## src/core/cmph_map.svh

```systemverilog
// Codes, setting values, reset values and timing counts of the command-mode parameter handler
`ifndef CMPH_MAP_SVH
`define CMPH_MAP_SVH
// Binary command codes
`define CMPH_CMD_EXIT      8'h09
`define CMPH_CMD_OUT1      8'h1f
`define CMPH_CMD_TIMEOUT   8'h06
`define CMPH_CMD_RSSI      8'h36
// Output-one configuration values
`define CMPH_OUT1_CTS      3'h0
`define CMPH_OUT1_TXE_LO   3'h1
`define CMPH_OUT1_HIGH     3'h2
`define CMPH_OUT1_TXE_HI   3'h3
`define CMPH_OUT1_LOW      3'h4
// Timeout parameter in 100 ms units, tick length in ms and clock rate in Hz
`define CMPH_CT_MIN        16'h0002
`define CMPH_CT_DEFAULT    16'h00c8
`define CMPH_TICK_MS       100
`define CMPH_CLK_HZ        20000000
// Signal strength magnitudes and marker
`define CMPH_RSSI_MIN      8'h28
`define CMPH_RSSI_MAX      8'h6e
`define CMPH_RSSI_NONE     16'h8000
// Number base settings
`define CMPH_CF_UNITS      2'h0
`define CMPH_CF_HEX        2'h1
`define CMPH_CF_DEC        2'h2
// Response sizes in bytes
`define CMPH_LEN_ONE       2'h1
`define CMPH_LEN_TWO       2'h2
`endif

```

## src/core/cmph_pkg.sv

```systemverilog
// Types shared by the command-mode parameter handler modules
package cmph_pkg;
    typedef enum logic {CMPH_DATA, CMPH_CMD} cmph_mode_t;
    typedef enum logic {CMPH_FMT_IDLE, CMPH_FMT_SEND} cmph_fmt_st_t;
    typedef logic [7:0] cmph_byte_t;
endpackage

```

## src/core/cmph_fmt_if.sv

```systemverilog
// Link between the command handler and the text formatter
`timescale 1ns/1ns
interface cmph_fmt_if;
    import cmph_pkg::*;
    logic       start;
    cmph_byte_t mag;
    logic       none;
    logic [1:0] base;
    logic       busy;
    logic       chValid;
    logic       chReady;
    cmph_byte_t chData;
    modport ctl (output start, mag, none, base, chReady, input busy, chValid, chData);
    modport fmt (input start, mag, none, base, chReady, output busy, chValid, chData);
endinterface

```

## src/core/cmph_top.sv

```systemverilog
// Command-mode parameter handler: exit, timeout, output-one pin and signal strength
`timescale 1ns/1ns
`include "cmph_map.svh"

module cmph_top
    import cmph_pkg::*;
#(
    parameter int TICK_CYCLES = (`CMPH_CLK_HZ / 1000) * `CMPH_TICK_MS
) (
    input  wire logic        clk,
    input  wire logic        resetn,
    // Command mode entry and activity
    input  wire logic        enterCmd,
    input  wire logic        rxCmdChar,
    // Decoded command
    input  wire logic        cmdValid,
    input  wire logic [7:0]  cmdCode,
    input  wire logic        cmdWrite,
    input  wire logic [15:0] cmdParam,
    input  wire logic        cmdText,
    input  wire logic [1:0]  numberBaseSetting,
    // Radio receive report
    input  wire logic        rssiUpdate,
    input  wire logic [7:0]  rssiMagIn,
    // Sources for the output-one pin
    input  wire logic        ctsAssert,
    input  wire logic        txActive,
    // Mode and answers
    output logic             cmdModeActive,
    output logic             exitPulse,
    output logic             rspValid,
    output logic [15:0]      rspData,
    output logic [1:0]       rspLen,
    output logic             rspError,
    output logic             textValid,
    output logic [7:0]       textData,
    input  wire logic        textReady,
    output logic             textBusy,
    output logic             generalOutputOne,
    output logic [2:0]       out1Config,
    output logic [15:0]      cmdModeTimeout
);
    //------------
    // State
    //------------
    cmph_mode_t  mode_q;
    logic [2:0]  out1Cfg_q;
    logic [15:0] timeout_q;
    logic [7:0]  rssi_q;
    logic        rssiSeen_q;
    logic        rspValid_q;
    logic [15:0] rspData_q;
    logic [1:0]  rspLen_q;
    logic        rspError_q;
    logic        exit_q;
    logic        pin_q;
    logic        fmtStart_q;
    logic        expire;
    logic        cmdAct;
    logic        isExit;
    logic        isOut1;
    logic        isTime;
    logic        isRssi;
    logic [7:0]  rssiClamp;
    logic [15:0] rssiWord;

    cmph_fmt_if fIf ();

    //------------
    // Command decode
    //------------

    // Commands only count while the module is in command mode
    assign cmdAct = cmdValid && (mode_q == CMPH_CMD);
    assign isExit = cmdAct && (cmdCode == `CMPH_CMD_EXIT);
    assign isOut1 = cmdAct && (cmdCode == `CMPH_CMD_OUT1);
    assign isTime = cmdAct && (cmdCode == `CMPH_CMD_TIMEOUT);
    assign isRssi = cmdAct && (cmdCode == `CMPH_CMD_RSSI);

    //------------
    // Mode control
    //------------

    // Exit and expiry win over a same-cycle entry; data resumes at once
    always_ff @(posedge clk or negedge resetn) begin
        if (!resetn) begin
            mode_q <= CMPH_DATA;
        end else begin
            case (mode_q)
                CMPH_DATA: begin
                    if (enterCmd) begin
                        mode_q <= CMPH_CMD;
                    end
                end
                CMPH_CMD: begin
                    if (isExit) begin
                        mode_q <= CMPH_DATA;
                    end else if (expire) begin
                        mode_q <= CMPH_DATA;
                    end
                end
                default: mode_q <= CMPH_DATA;
            endcase
        end
    end

    // One pulse for either kind of exit
    always_ff @(posedge clk or negedge resetn) begin
        if (!resetn) begin
            exit_q <= 1'b0;
        end else begin
            exit_q <= (mode_q == CMPH_CMD) && (isExit || expire);
        end
    end

    //------------
    // Inactivity timer
    //------------

    // A character or a whole command restarts the idle count
    cmph_inact_timer #(
        .TICK_CYCLES (TICK_CYCLES)
    ) uTimer (
        .clk     (clk),
        .resetn  (resetn),
        .run     (mode_q == CMPH_CMD),
        .restart (rxCmdChar || cmdAct),
        .limit   (timeout_q),
        .expire  (expire)
    );

    //------------
    // Parameters written by the host
    //------------

    // Out-of-range writes keep the old value and flag an error
    always_ff @(posedge clk or negedge resetn) begin
        if (!resetn) begin
            out1Cfg_q <= `CMPH_OUT1_CTS;
        end else if (isOut1 && cmdWrite && cmdParam <= 16'(`CMPH_OUT1_LOW)) begin
            out1Cfg_q <= cmdParam[2:0];
        end
    end

    always_ff @(posedge clk or negedge resetn) begin
        if (!resetn) begin
            timeout_q <= `CMPH_CT_DEFAULT;
        end else if (isTime && cmdWrite && cmdParam >= `CMPH_CT_MIN) begin
            timeout_q <= cmdParam;
        end
    end

    //------------
    // Signal strength capture
    //------------

    // Clamp so a stray front-end reading never leaves the range
    always_comb begin
        rssiClamp = rssiMagIn;
        if (rssiMagIn < `CMPH_RSSI_MIN) begin
            rssiClamp = `CMPH_RSSI_MIN;
        end else if (rssiMagIn > `CMPH_RSSI_MAX) begin
            rssiClamp = `CMPH_RSSI_MAX;
        end
    end

    // The seen flag is cleared only by reset, so no set/clear race exists
    always_ff @(posedge clk or negedge resetn) begin
        if (!resetn) begin
            rssi_q     <= 8'h00;
            rssiSeen_q <= 1'b0;
        end else if (rssiUpdate) begin
            rssi_q     <= rssiClamp;
            rssiSeen_q <= 1'b1;
        end
    end

    assign rssiWord = rssiSeen_q ? {8'h00, rssi_q} : `CMPH_RSSI_NONE;

    //------------
    // Binary answers
    //------------

    // Answer comes one cycle after the command; writes echo nothing
    always_ff @(posedge clk or negedge resetn) begin
        if (!resetn) begin
            rspValid_q <= 1'b0;
            rspData_q  <= 16'h0;
            rspLen_q   <= 2'h0;
            rspError_q <= 1'b0;
        end else begin
            rspValid_q <= 1'b0;
            rspError_q <= 1'b0;
            if (isOut1) begin
                rspError_q <= cmdWrite && cmdParam > 16'(`CMPH_OUT1_LOW);
                if (!cmdWrite) begin
                    rspValid_q <= 1'b1;
                    rspData_q  <= {13'h0, out1Cfg_q};
                    rspLen_q   <= `CMPH_LEN_ONE;
                end
            end else if (isTime) begin
                rspError_q <= cmdWrite && cmdParam < `CMPH_CT_MIN;
                if (!cmdWrite) begin
                    rspValid_q <= 1'b1;
                    rspData_q  <= timeout_q;
                    rspLen_q   <= `CMPH_LEN_TWO;
                end
            end else if (isRssi) begin
                // Read-only: a write is refused; text answers use the formatter
                rspError_q <= cmdWrite || (cmdText && (fIf.busy || fmtStart_q));
                if (!cmdWrite && !cmdText) begin
                    rspValid_q <= 1'b1;
                    rspData_q  <= rssiWord;
                    rspLen_q   <= `CMPH_LEN_TWO;
                end
            end else if (cmdAct && !isExit) begin
                rspError_q <= 1'b1;
            end
        end
    end

    //------------
    // Text answer
    //------------

    // A text query while a line is still going out is dropped
    always_ff @(posedge clk or negedge resetn) begin
        if (!resetn) begin
            fmtStart_q <= 1'b0;
        end else begin
            fmtStart_q <= isRssi && !cmdWrite && cmdText && !fIf.busy && !fmtStart_q;
        end
    end

    assign fIf.start   = fmtStart_q;
    assign fIf.mag     = rssi_q;
    assign fIf.none    = !rssiSeen_q;
    assign fIf.base    = numberBaseSetting;
    assign fIf.chReady = textReady;

    cmph_rssi_fmt uFmt (
        .clk    (clk),
        .resetn (resetn),
        .fi     (fIf)
    );

    //------------
    // Output-one pin
    //------------

    // Registered so the pin never glitches between sources
    always_ff @(posedge clk or negedge resetn) begin
        if (!resetn) begin
            pin_q <= 1'b1;
        end else begin
            case (out1Cfg_q)
                `CMPH_OUT1_CTS:    pin_q <= !ctsAssert;
                `CMPH_OUT1_TXE_LO: pin_q <= !txActive;
                `CMPH_OUT1_HIGH:   pin_q <= 1'b1;
                `CMPH_OUT1_TXE_HI: pin_q <= txActive;
                `CMPH_OUT1_LOW:    pin_q <= 1'b0;
                default:           pin_q <= !ctsAssert;
            endcase
        end
    end

    //------------
    // Outputs
    //------------
    assign cmdModeActive    = (mode_q == CMPH_CMD);
    assign exitPulse        = exit_q;
    assign rspValid         = rspValid_q;
    assign rspData          = rspData_q;
    assign rspLen           = rspLen_q;
    assign rspError         = rspError_q;
    assign textValid        = fIf.chValid;
    assign textData         = fIf.chData;
    assign textBusy         = fIf.busy;
    assign generalOutputOne = pin_q;
    assign out1Config       = out1Cfg_q;
    assign cmdModeTimeout   = timeout_q;
endmodule

```

## src/core/cmph_inact_timer.sv

```systemverilog
// Command-mode inactivity timer counting 100 ms ticks
`timescale 1ns/1ns
`include "cmph_map.svh"
module cmph_inact_timer
    import cmph_pkg::*;
#(
    parameter int TICK_CYCLES = 2000000
) (
    input  wire logic        clk,
    input  wire logic        resetn,
    input  wire logic        run,
    input  wire logic        restart,
    input  wire logic [15:0] limit,
    output logic             expire
);
    logic [31:0] preCnt_q;
    logic [15:0] tickCnt_q;
    logic        tick;

    assign tick = (preCnt_q == 32'(TICK_CYCLES - 1));

    // Prescaler: any activity restarts the whole measurement
    always_ff @(posedge clk or negedge resetn) begin
        if (!resetn) begin
            preCnt_q <= 32'h0;
        end else if (!run || restart || tick) begin
            preCnt_q <= 32'h0;
        end else begin
            preCnt_q <= preCnt_q + 32'h1;
        end
    end

    // Tick counter; expiry is a single pulse at the limit
    always_ff @(posedge clk or negedge resetn) begin
        if (!resetn) begin
            tickCnt_q <= 16'h0;
        end else if (!run || restart) begin
            tickCnt_q <= 16'h0;
        end else if (tick && tickCnt_q != 16'hffff) begin
            tickCnt_q <= tickCnt_q + 16'h1;
        end
    end

    assign expire = run && !restart && tick && (tickCnt_q + 16'h1 == limit);
endmodule

```

## src/core/cmph_rssi_fmt.sv

```systemverilog
// Text formatter for the signal-strength answer
`timescale 1ns/1ns
`include "cmph_map.svh"
module cmph_rssi_fmt
    import cmph_pkg::*;
(
    input  wire logic clk,
    input  wire logic resetn,
    cmph_fmt_if.fmt   fi
);
    cmph_byte_t   text_q [8];
    logic [3:0]   len_q;
    logic [3:0]   idx_q;
    cmph_fmt_st_t st_q;
    cmph_byte_t   hund, tens, ones;
    logic         big;

    // Decimal digits of a magnitude up to 110
    assign big  = (fi.mag >= 8'd100);
    assign hund = 8'h30 + (big ? 8'h01 : 8'h00);
    assign tens = 8'h30 + 8'((fi.mag % 8'd100) / 8'd10);
    assign ones = 8'h30 + 8'(fi.mag % 8'd10);

    function automatic cmph_byte_t hexCh(input logic [3:0] n);
        hexCh = (n < 4'ha) ? (8'h30 + {4'h0, n}) : (8'h37 + {4'h0, n});
    endfunction

    // Build the whole line at start so the source can change meanwhile
    always_ff @(posedge clk or negedge resetn) begin
        if (!resetn) begin
            for (int i = 0; i < 8; i++) begin
                text_q[i] <= 8'h20;
            end
            len_q <= 4'h0;
        end else if (fi.start && st_q == CMPH_FMT_IDLE) begin
            for (int i = 0; i < 8; i++) begin
                text_q[i] <= 8'h20;
            end
            if (fi.none) begin
                text_q[0] <= 8'h38;
                text_q[1] <= 8'h30;
                text_q[2] <= 8'h30;
                text_q[3] <= 8'h30;
                text_q[4] <= 8'h0d;
                len_q     <= 4'h5;
            end else if (fi.base == `CMPH_CF_HEX) begin
                text_q[0] <= hexCh(fi.mag[7:4]);
                text_q[1] <= hexCh(fi.mag[3:0]);
                text_q[2] <= 8'h0d;
                len_q     <= 4'h3;
            end else begin
                text_q[0] <= 8'h2d;
                text_q[1] <= big ? hund : tens;
                text_q[2] <= big ? tens : ones;
                text_q[3] <= big ? ones : 8'h20;
                if (fi.base == `CMPH_CF_UNITS) begin
                    text_q[4] <= 8'h64;
                    text_q[5] <= 8'h42;
                    text_q[6] <= 8'h6d;
                    text_q[7] <= 8'h0d;
                    len_q     <= 4'h8;
                end else begin
                    text_q[4] <= 8'h0d;
                    len_q     <= 4'h5;
                end
            end
        end
    end

    // Stream one character per accepted handshake
    always_ff @(posedge clk or negedge resetn) begin
        if (!resetn) begin
            st_q  <= CMPH_FMT_IDLE;
            idx_q <= 4'h0;
        end else begin
            case (st_q)
                CMPH_FMT_IDLE: begin
                    idx_q <= 4'h0;
                    if (fi.start) begin
                        st_q <= CMPH_FMT_SEND;
                    end
                end
                CMPH_FMT_SEND: begin
                    if (fi.chReady) begin
                        idx_q <= idx_q + 4'h1;
                        if (idx_q + 4'h1 == len_q) begin
                            st_q <= CMPH_FMT_IDLE;
                        end
                    end
                end
                default: st_q <= CMPH_FMT_IDLE;
            endcase
        end
    end

    assign fi.busy    = (st_q == CMPH_FMT_SEND);
    assign fi.chValid = (st_q == CMPH_FMT_SEND);
    assign fi.chData  = text_q[idx_q[2:0]];
endmodule

```

## config.mk

```make
export PLATFORM = sky130hd
export DESIGN_NAME = cmph_top
export DESIGN_NICKNAME = d
export VERILOG_FILES = /design/src/core/cmph_pkg.sv /design/src/core/cmph_fmt_if.sv /design/src/core/cmph_top.sv /design/src/core/cmph_inact_timer.sv /design/src/core/cmph_rssi_fmt.sv
export VERILOG_INCLUDE_DIRS = /design/src /design/src/core
export SDC_FILE = /design/constraint.sdc
export NUM_CORES = 1
export LEC_CHECK = 0
export BUFFER_PORTS_ARGS = -buffer_cell sky130_fd_sc_hd__buf_2
export CAP_MARGIN = 0
export CORE_ASPECT_RATIO = 1.1
export CORE_MARGIN = 4
export CORE_UTILIZATION = 60
export CTS_CLUSTER_SIZE = 30
export DETAILED_ROUTE_END_ITERATION = 8
export GPL_TIMING_DRIVEN = 0
export PLACE_DENSITY = 0.78
export SKIP_CTS_REPAIR_TIMING = 1
export SYNTH_ARGS = -nofsm -noshare
export SYNTH_HDL_FRONTEND = slang
export SYNTH_HIERARCHICAL = 1
export SYNTH_SLANG_ARGS = --single-unit
export TNS_END_PERCENT = 10
```

## constraint.sdc

```tcl
create_clock -name clk -period 5.6 [get_ports clk]
set_input_delay 0.28 -clock clk [delete_from_list [all_inputs] [get_ports clk]]
set_output_delay 0.28 -clock clk [all_outputs]
set_load 0.03 [all_outputs]
```

==> results of run 1 <==
==> final timing paths <==
path	cells past startpoint	from	end	slack [ns]
worst min register to register	1	uTimer/preCnt_q[0]$_DFF_PN0_	uTimer/preCnt_q[0]$_DFF_PN0_	0.45
worst max register to register	18	fIf.mag[4]$_DFFE_PN0P_	uFmt/text_q[46]$_DFFE_PN0P_	0.76
worst min-delay path	2	numberBaseSetting[1]	uFmt/text_q[29]$_DFFE_PN1P_	0.08
min in group asynchronous	2	resetn	out1Config[1]$_DFFE_PN0P_	0.34
worst max-delay path	18	fIf.mag[4]$_DFFE_PN0P_	uFmt/text_q[46]$_DFFE_PN0P_	0.76
max in group asynchronous	3	resetn	uTimer/preCnt_q[30]$_DFF_PN0_	4.45
==> metal layers <==
metal / vias up / wire length [um]
li1: 3678 / -
met1: 3847 / 9854
met2: 296 / 11660
met3: 55 / 1440
met4: 0 / 516
met5: - / 0
==> logic make-up (layout without fill, tap and decap cells) <==
| family | after synthesis | after routing |
|---|---|---|
| buffers and inverters | 79 | 208 |
| multiplexers | 49 | 49 |
| adder cells (fa/ha/maj) | 12 | 12 |
| flip-flops | 142 | 142 |
| XOR/XNOR | 80 | 80 |
| AO/OA/AOI/OAI | 219 | 219 |
| AND/OR/NAND/NOR | 361 | 361 |
==> state kept, by name, indices dropped and copies added, names as in the netlist <==
register / count
fIf.start: 1
generalOutputOne: 1
uFmt/fi.busy: 1
uFmt/idx_q: 4
cmdModeTimeout: 16
uTimer/tickCnt_q: 16
rssiSeen_q: 1
cmdModeActive: 1
uFmt/text_q: 34
uTimer/preCnt_q: 32
rspError: 1
rspLen: 2
exitPulse: 1
fIf.mag: 8
out1Config: 3
rspValid: 1
uFmt/len_q: 3
rspData: 16
==> per-stage QoR <==
| step | power (mW) | setup WS (ns) | hold WS [ns] |
|---|---|---|---|
| floorplan | 1.378 | 1.424 | -0.01559 |
| global placement | 1.505 | 0.8697 | 0.4385 |
| detailed placement | 1.516 | 0.8102 | 0.2154 |
| CTS | 2.681 | 0.7862 | -0.2358 |
| global route | 2.779 | 0.3988 | 0.08974 |
| finish | 2.672 | 0.7585 | 0.07978 |
==> layout make-up <==
| class | count | area, um2 |
|---|---|---|
| Fill cell | 1095 | 4214 |
| Multi-Input combinational cell | 721 | 5052 |
| Clock inverter | 9 | 133.9 |
| Timing Repair Buffer | 97 | 524.3 |
| Tap cell | 192 | 240.2 |
| Inverter | 26 | 97.59 |
| Clock buffer | 23 | 478.0 |
| Buffer | 53 | 255.2 |
| Sequential cell | 142 | 3566 |
==> cells in the final DEF, fill, tap and decap left out, drive strengths merged, types with 15 or more instances in the layout <==
cell type,instances
nor2,101
nand3,45
xnor2,40
a21oi,35
nand2,76
nor3,18
nor4,15
buf,116
clkbuf,55
mux2,24
mux2i,18
o21ai,45
dfrtp,132
nor2b,17
xor2,40
nand4,19
inv,27
==> power groups by stage <==
stage,sequential [mW],combinational [mW],clock [mW]
detailed placement,1.09,0.429,0
floorplan,1.09,0.283,0
finish,1.07,0.437,1.17
global placement,1.09,0.418,0
CTS,1.07,0.430,1.18
global route,1.07,0.477,1.23
==> critical path: stages (launching register included) <==
cell,delay [ns]
dfrtp_1,0.45
buf_2,0.24
inv_1,0.13
ha_1,0.29
nor2_1,0.21
mux2_2,0.40
a221oi_4,0.38
buf_2,0.28
nor3_1,0.06
a31oi_1,0.15
o221ai_1,0.24
ha_1,0.33
o311ai_0,0.33
nand2_1,0.09
a21oi_1,0.14
o21ai_0,0.12
ha_1,0.23
or3_1,0.39
a32o_1,0.26
==> metrics.txt, run 1 <==
outcome=complete, no violations; post-synthesis xor/xnor area fraction=~8.0%; starting density of the core=61.61%; yosys warns=6; synth cell count leaders=dfrtp_1, nor2_1, nand2_1, nand3_1; critical-path maximum fanout=10; initial drt markers=613; die area=16970 um2; IO Pins=97; Post-Route WL=23470 um; RSZ-0062 raised after global routing=false; simple-gate share of the synthesized area=around a fifth; Post-Syn Nets=999; clock root buffer=clkbuf_16; WL/cell=18.58 um; initial antenna violation count=0; Post-synth ARST share=100.0%; Internal Power=1.944 mW; maximum number of pins on one net before global-route repair=104; largest cells by area after synthesis=dfrtp_1, nor2_1, xnor2_1; Max Buffers Root-to-Sink=2; first-pass GRT wire length=38430 um; dpl cell area=roughly 9700 um2; ANT cells=0; layout cells sized above 1=20.92%; combinational share of power=16.3%; Post-synth EDFFs=0; Reg power frac=40.0%; Reg clk slew, reported paths=roughly 0.06 ns; met2 Use GR=48.62%; area share of the largest cell type after synthesis=36.82%; Max-slew headroom=between 50% and 60%; main combinational cell family by area after synthesis=simple AND/OR/NAND/NOR gates; worst-margin pin slew=0.7394 ns; Final Max Slew Viols=0; #FFs+latches synth=142; Final min period=4.841 ns; Pwr Density=258.2 nW/um2; I/O Buffers=94; Setup TNS=0 ns; worst skew pair latency=0.42 ns; post-route ant nets=0; cell count after synthesis=942; Final Setup Violations=0; num rows=between 40 and 50; Hold/Removal Path Class=in -> reg; clock power share=43.6%; cell with the most instances after synthesis=dfrtp_1; fin area=10350 um2; Primary FF master, synth=dfrtp_1; GRT Overall Usage=27.89%; Core Util, Final=71.06%; final hold violations=0; Distinct cells, synth=97; DRC Markers=0; Pleak=4.459 nW; WP data arrival=roughly 5.2 ns; Max VDD drop=0.2442 mV; MaxCap Viol Count=0; Sw Share=between 20% and 30%; DR pass1 iterations=5; clk sink count=142; post-synthesis sequential area ratio=39.75%; Netlist Area Pre-Place=8971 um2; Cells after DPL=1229; detailed placement HPWL=17090 um; clock skew=between 0.01 and 0.015 ns; Final nets=1115; critical path class=reg -> reg; global routing's busiest layer=met2; area delta synth->final=15.34%; CTS tree=done; grt ovf=0; Required @ worst endpoint=approximately 5.9 ns; leading area contributor after synthesis=dfrtp_1; Die Wd=~120 um; achievable frequency=206.5 MHz; CTS H-tree lvls=4; area of the core=14560 um2; TritonCTS Buffers=17; Routability Congestion=0.9379; Critical Path Start Type=register; NetSw=0.7277 mW; vias post-DR=7876; period utilization=between 80 and 90%; Post-Synth Adder-Cell Area=1.674%; grt met3 use=about 6.2%; M1 GR Usage=34.62%; Die Y=136.2 um; DR vias/cell=6.236; Critical Path Sink Type=register; post-synthesis mux area share=6.778%; mean post-synth cell area=approximately 9.5 um2; vias in the first global route=7607; final cell count without fillers=1263; Synth Area in Compound Gates=18.55%
Note: power is estimated with default switching activity, not from simulation.
==> run 2, diff against run 1 <==
Settings changed: ABC_AREA set to 1.
==> run 2 against run 1 <==
Compared with the run above: global-route usage rose by 0.58 points; critical path type unchanged; largest power group unchanged; register-to-register slack improved by 1.1 ns; hold slack got worse by 0.049 ns; power up 24%.
==> metrics.txt, run 2 <==
detailed placement HPWL=18800 um; outcome=complete, no violations; Pleak=5.372 nW; cell with the most instances after synthesis=nand2_1; #FFs+latches synth=around 140; largest cells by area after synthesis=dfrtp_1, nand2_1, nor2_1; Die Y=140.3 um; achievable frequency=265.3 MHz; clock power share=between 30% and 40%; Post-Route WL=25290 um; reg-to-reg setup timing slack=1.83 ns; Setup TNS=0 ns; Final nets=1511; RSZ-0062 raised after global routing=false; Post-synth ARST share=100.0%; maximum number of pins on one net before global-route repair=95; Max Buffers Root-to-Sink=2; initial antenna violation count=1; IO Pins=97; Max-slew headroom=around 54%; ANT cells=0; most common cell after layout, fill and taps aside=nand2_1; post-synthesis sequential area ratio=~37%; Hold Startpoint=ctsAssert; critical-path maximum fanout=11; Core Util, Final=70.11%; DRC Markers=0; Reg power frac=~33%; leading area contributor after synthesis=dfrtp_1; clock skew=0.007602 ns; final hold violations=0; area share of the largest cell type after synthesis=34.58%; grt ovf=0; NetSw=1.155 mW; I/O Buffers=96; vias post-DR=9344; most frequent cells in the layout=nand2_1, nor2_1, inv_1, dfrtp_1, nand3_1; Cells after DPL=1634; RR Startpoint=fIf.mag[4]$_DFFE_PN0P_; combinational share of power=between 20 and 30%; worst-margin pin slew=approximately 0.69 ns; worst setup path startpoint=fIf.mag[4]$_DFFE_PN0P_; CTS H-tree lvls=4; initial drt markers=705; DR vias/cell=5.605; vias in the first global route=8601; MaxCap Viol Count=0; Largest register FFs=34; FF-to-FF End=uFmt/text_q[46]$_DFFE_PN0P_; Final Setup Violations=0; area of the core=15680 um2; Sw Share=34.78%; Post-Syn Nets=1394; Max VDD drop=0.2348 mV; Final min period=approximately 3.8 ns; Routability Congestion=0.9488; Internal Power=roughly 2.2 mW; cell count after synthesis=1337; first-pass GRT wire length=approximately 42000 um; Final Max Slew Viols=0; worst skew pair latency=roughly 0.42 ns; post-route ant nets=0; biggest regs=uFmt/text_q x34, uTimer/preCnt_q x32; Reg clk slew, reported paths=0.06 ns; WL/cell=about 15 um; critical path class=reg -> reg; Hold WS=approximately 0.031 ns; num rows=48; mean post-synth cell area=7.145 um2; worst r2r path cells=25; Critical Path Sink Type=register; Primary FF master, synth=dfrtp_1; GRT Overall Usage=28.47%; Hold EP=generalOutputOne$_DFF_PN1_; Largest Register=uFmt/text_q; die area=18010 um2; Post-synth EDFFs=0; CTS tree=done; Distinct cells, synth=between 50 and 60; yosys warns=6; synth cell count leaders=nand2_1, nor2_1, inv_1, dfrtp_1, nand3_1; final cell count without fillers=1667; Die Wd=about 130 um; Pwr Density=302.2 nW/um2; layout cells sized above 1=18.81%; clk sink count=roughly 140; Hold/Removal Path Class=in -> reg; Required @ worst endpoint=5.91 ns; WP data arrival=approximately 4.1 ns; Netlist Area Pre-Place=9553 um2; clock root buffer=clkbuf_16; TritonCTS Buffers=17; DR pass1 iterations=8; hold path depth=2; period utilization=between 60% and 70%; Critical Path Start Type=register; starting density of the core=60.94%; area delta synth->final=15.05%
run 2: cell types whose count changed after synthesis, moves of 37 or more:
cell and delta:
nand3_1 +59, inv_1 +121, xnor2_1 -37, nand2_1 +310, nor2_1 +56
run 2: cell type report:
cell class / instances / area (um2)
multi-input cells: 1002 / 5185
fillers: 1317 / 4684
flip-flops and latches: 142 / 3566
inverters: 170 / 643.1
repair buffers: 98 / 524.3
clock buffers: 20 / 456.7
well taps: 200 / 250.2
clock inverters: 12 / 206.4
plain buffers: 23 / 158.9
run 2: layer usage:
metal	track usage, %	wire length [um]	share of wire, %
met1	39.71	11130	44
met2	44.97	11630	46
met3	5.225	1825	7.2
met4	9.106	693	2.7
met5	0	13	0.051
run 2: power by group through the flow:
stage          Clock (mW)  Sequential, mW  Combinational [mW]
2_1_floorplan           0            1.13               0.681
3_5_place_dp            0            1.12               0.939
4_1_cts              1.28            1.10               0.945
3_3_place_gp            0            1.12               0.922
6_report             1.27            1.10               0.951
5_1_grt              1.33            1.11                1.05
run 2: critical path, cell delays in order, from the launching register on:
cell and delay [ns]:
dfrtp_1 0.53, inv_2 0.19, ha_1 0.29, o21ai_2 0.20, nand2_2 0.08, nand2_2 0.06
nand3_2 0.09, nand2_4 0.11, nand2_4 0.07, a21oi_4 0.23, nand2_4 0.12, nand2_1 0.08
nand2_2 0.06, nand2_4 0.11, nand4_2 0.15, nand2_1 0.15, inv_1 0.08, ha_1 0.18
nand3_1 0.07, nand3_1 0.09, xor2_1 0.16, ha_1 0.23, inv_1 0.06, nand4_1 0.11
nand3_1 0.10, nand2_1 0.05
run 2: cell families (layout without fill, tap and decap cells):
group                    count (synthesis)  count (layout)  synth area share (%)
flip-flops                             142             142                 37.33
AND/OR/NAND/NOR                        796             796                 39.23
adder cells (fa/ha/maj)                 12              12                 1.572
buffers and inverters                  193             323                 8.396
AO/OA/AOI/OAI                          174             174                 11.62
multiplexers                             2               2                0.2096
XOR/XNOR                                18              18                 1.650
run 2: worst max-delay path by stage:
stage	endpoint	cells after the start
after floorplan	uFmt/text_q[46]$_DFFE_PN0P_	26
final	uFmt/text_q[46]$_DFFE_PN0P_	25
after global routing	uFmt/text_q[45]$_DFFE_PN1P_	25
after CTS	uFmt/text_q[46]$_DFFE_PN0P_	25
after global placement	uFmt/text_q[46]$_DFFE_PN0P_	25
after detailed placement	uFmt/text_q[46]$_DFFE_PN0P_	25
run 2: through the flow:
step	cell area (um2)	setup slack [ns]	power, mW
2_1_floorplan	9553	2.325	1.808
3_3_place_gp	10280	1.924	2.040
3_5_place_dp	10320	1.863	2.057
4_1_cts	10980	1.824	3.324
5_1_grt	10990	1.565	3.484
6_report	10990	1.830	3.321
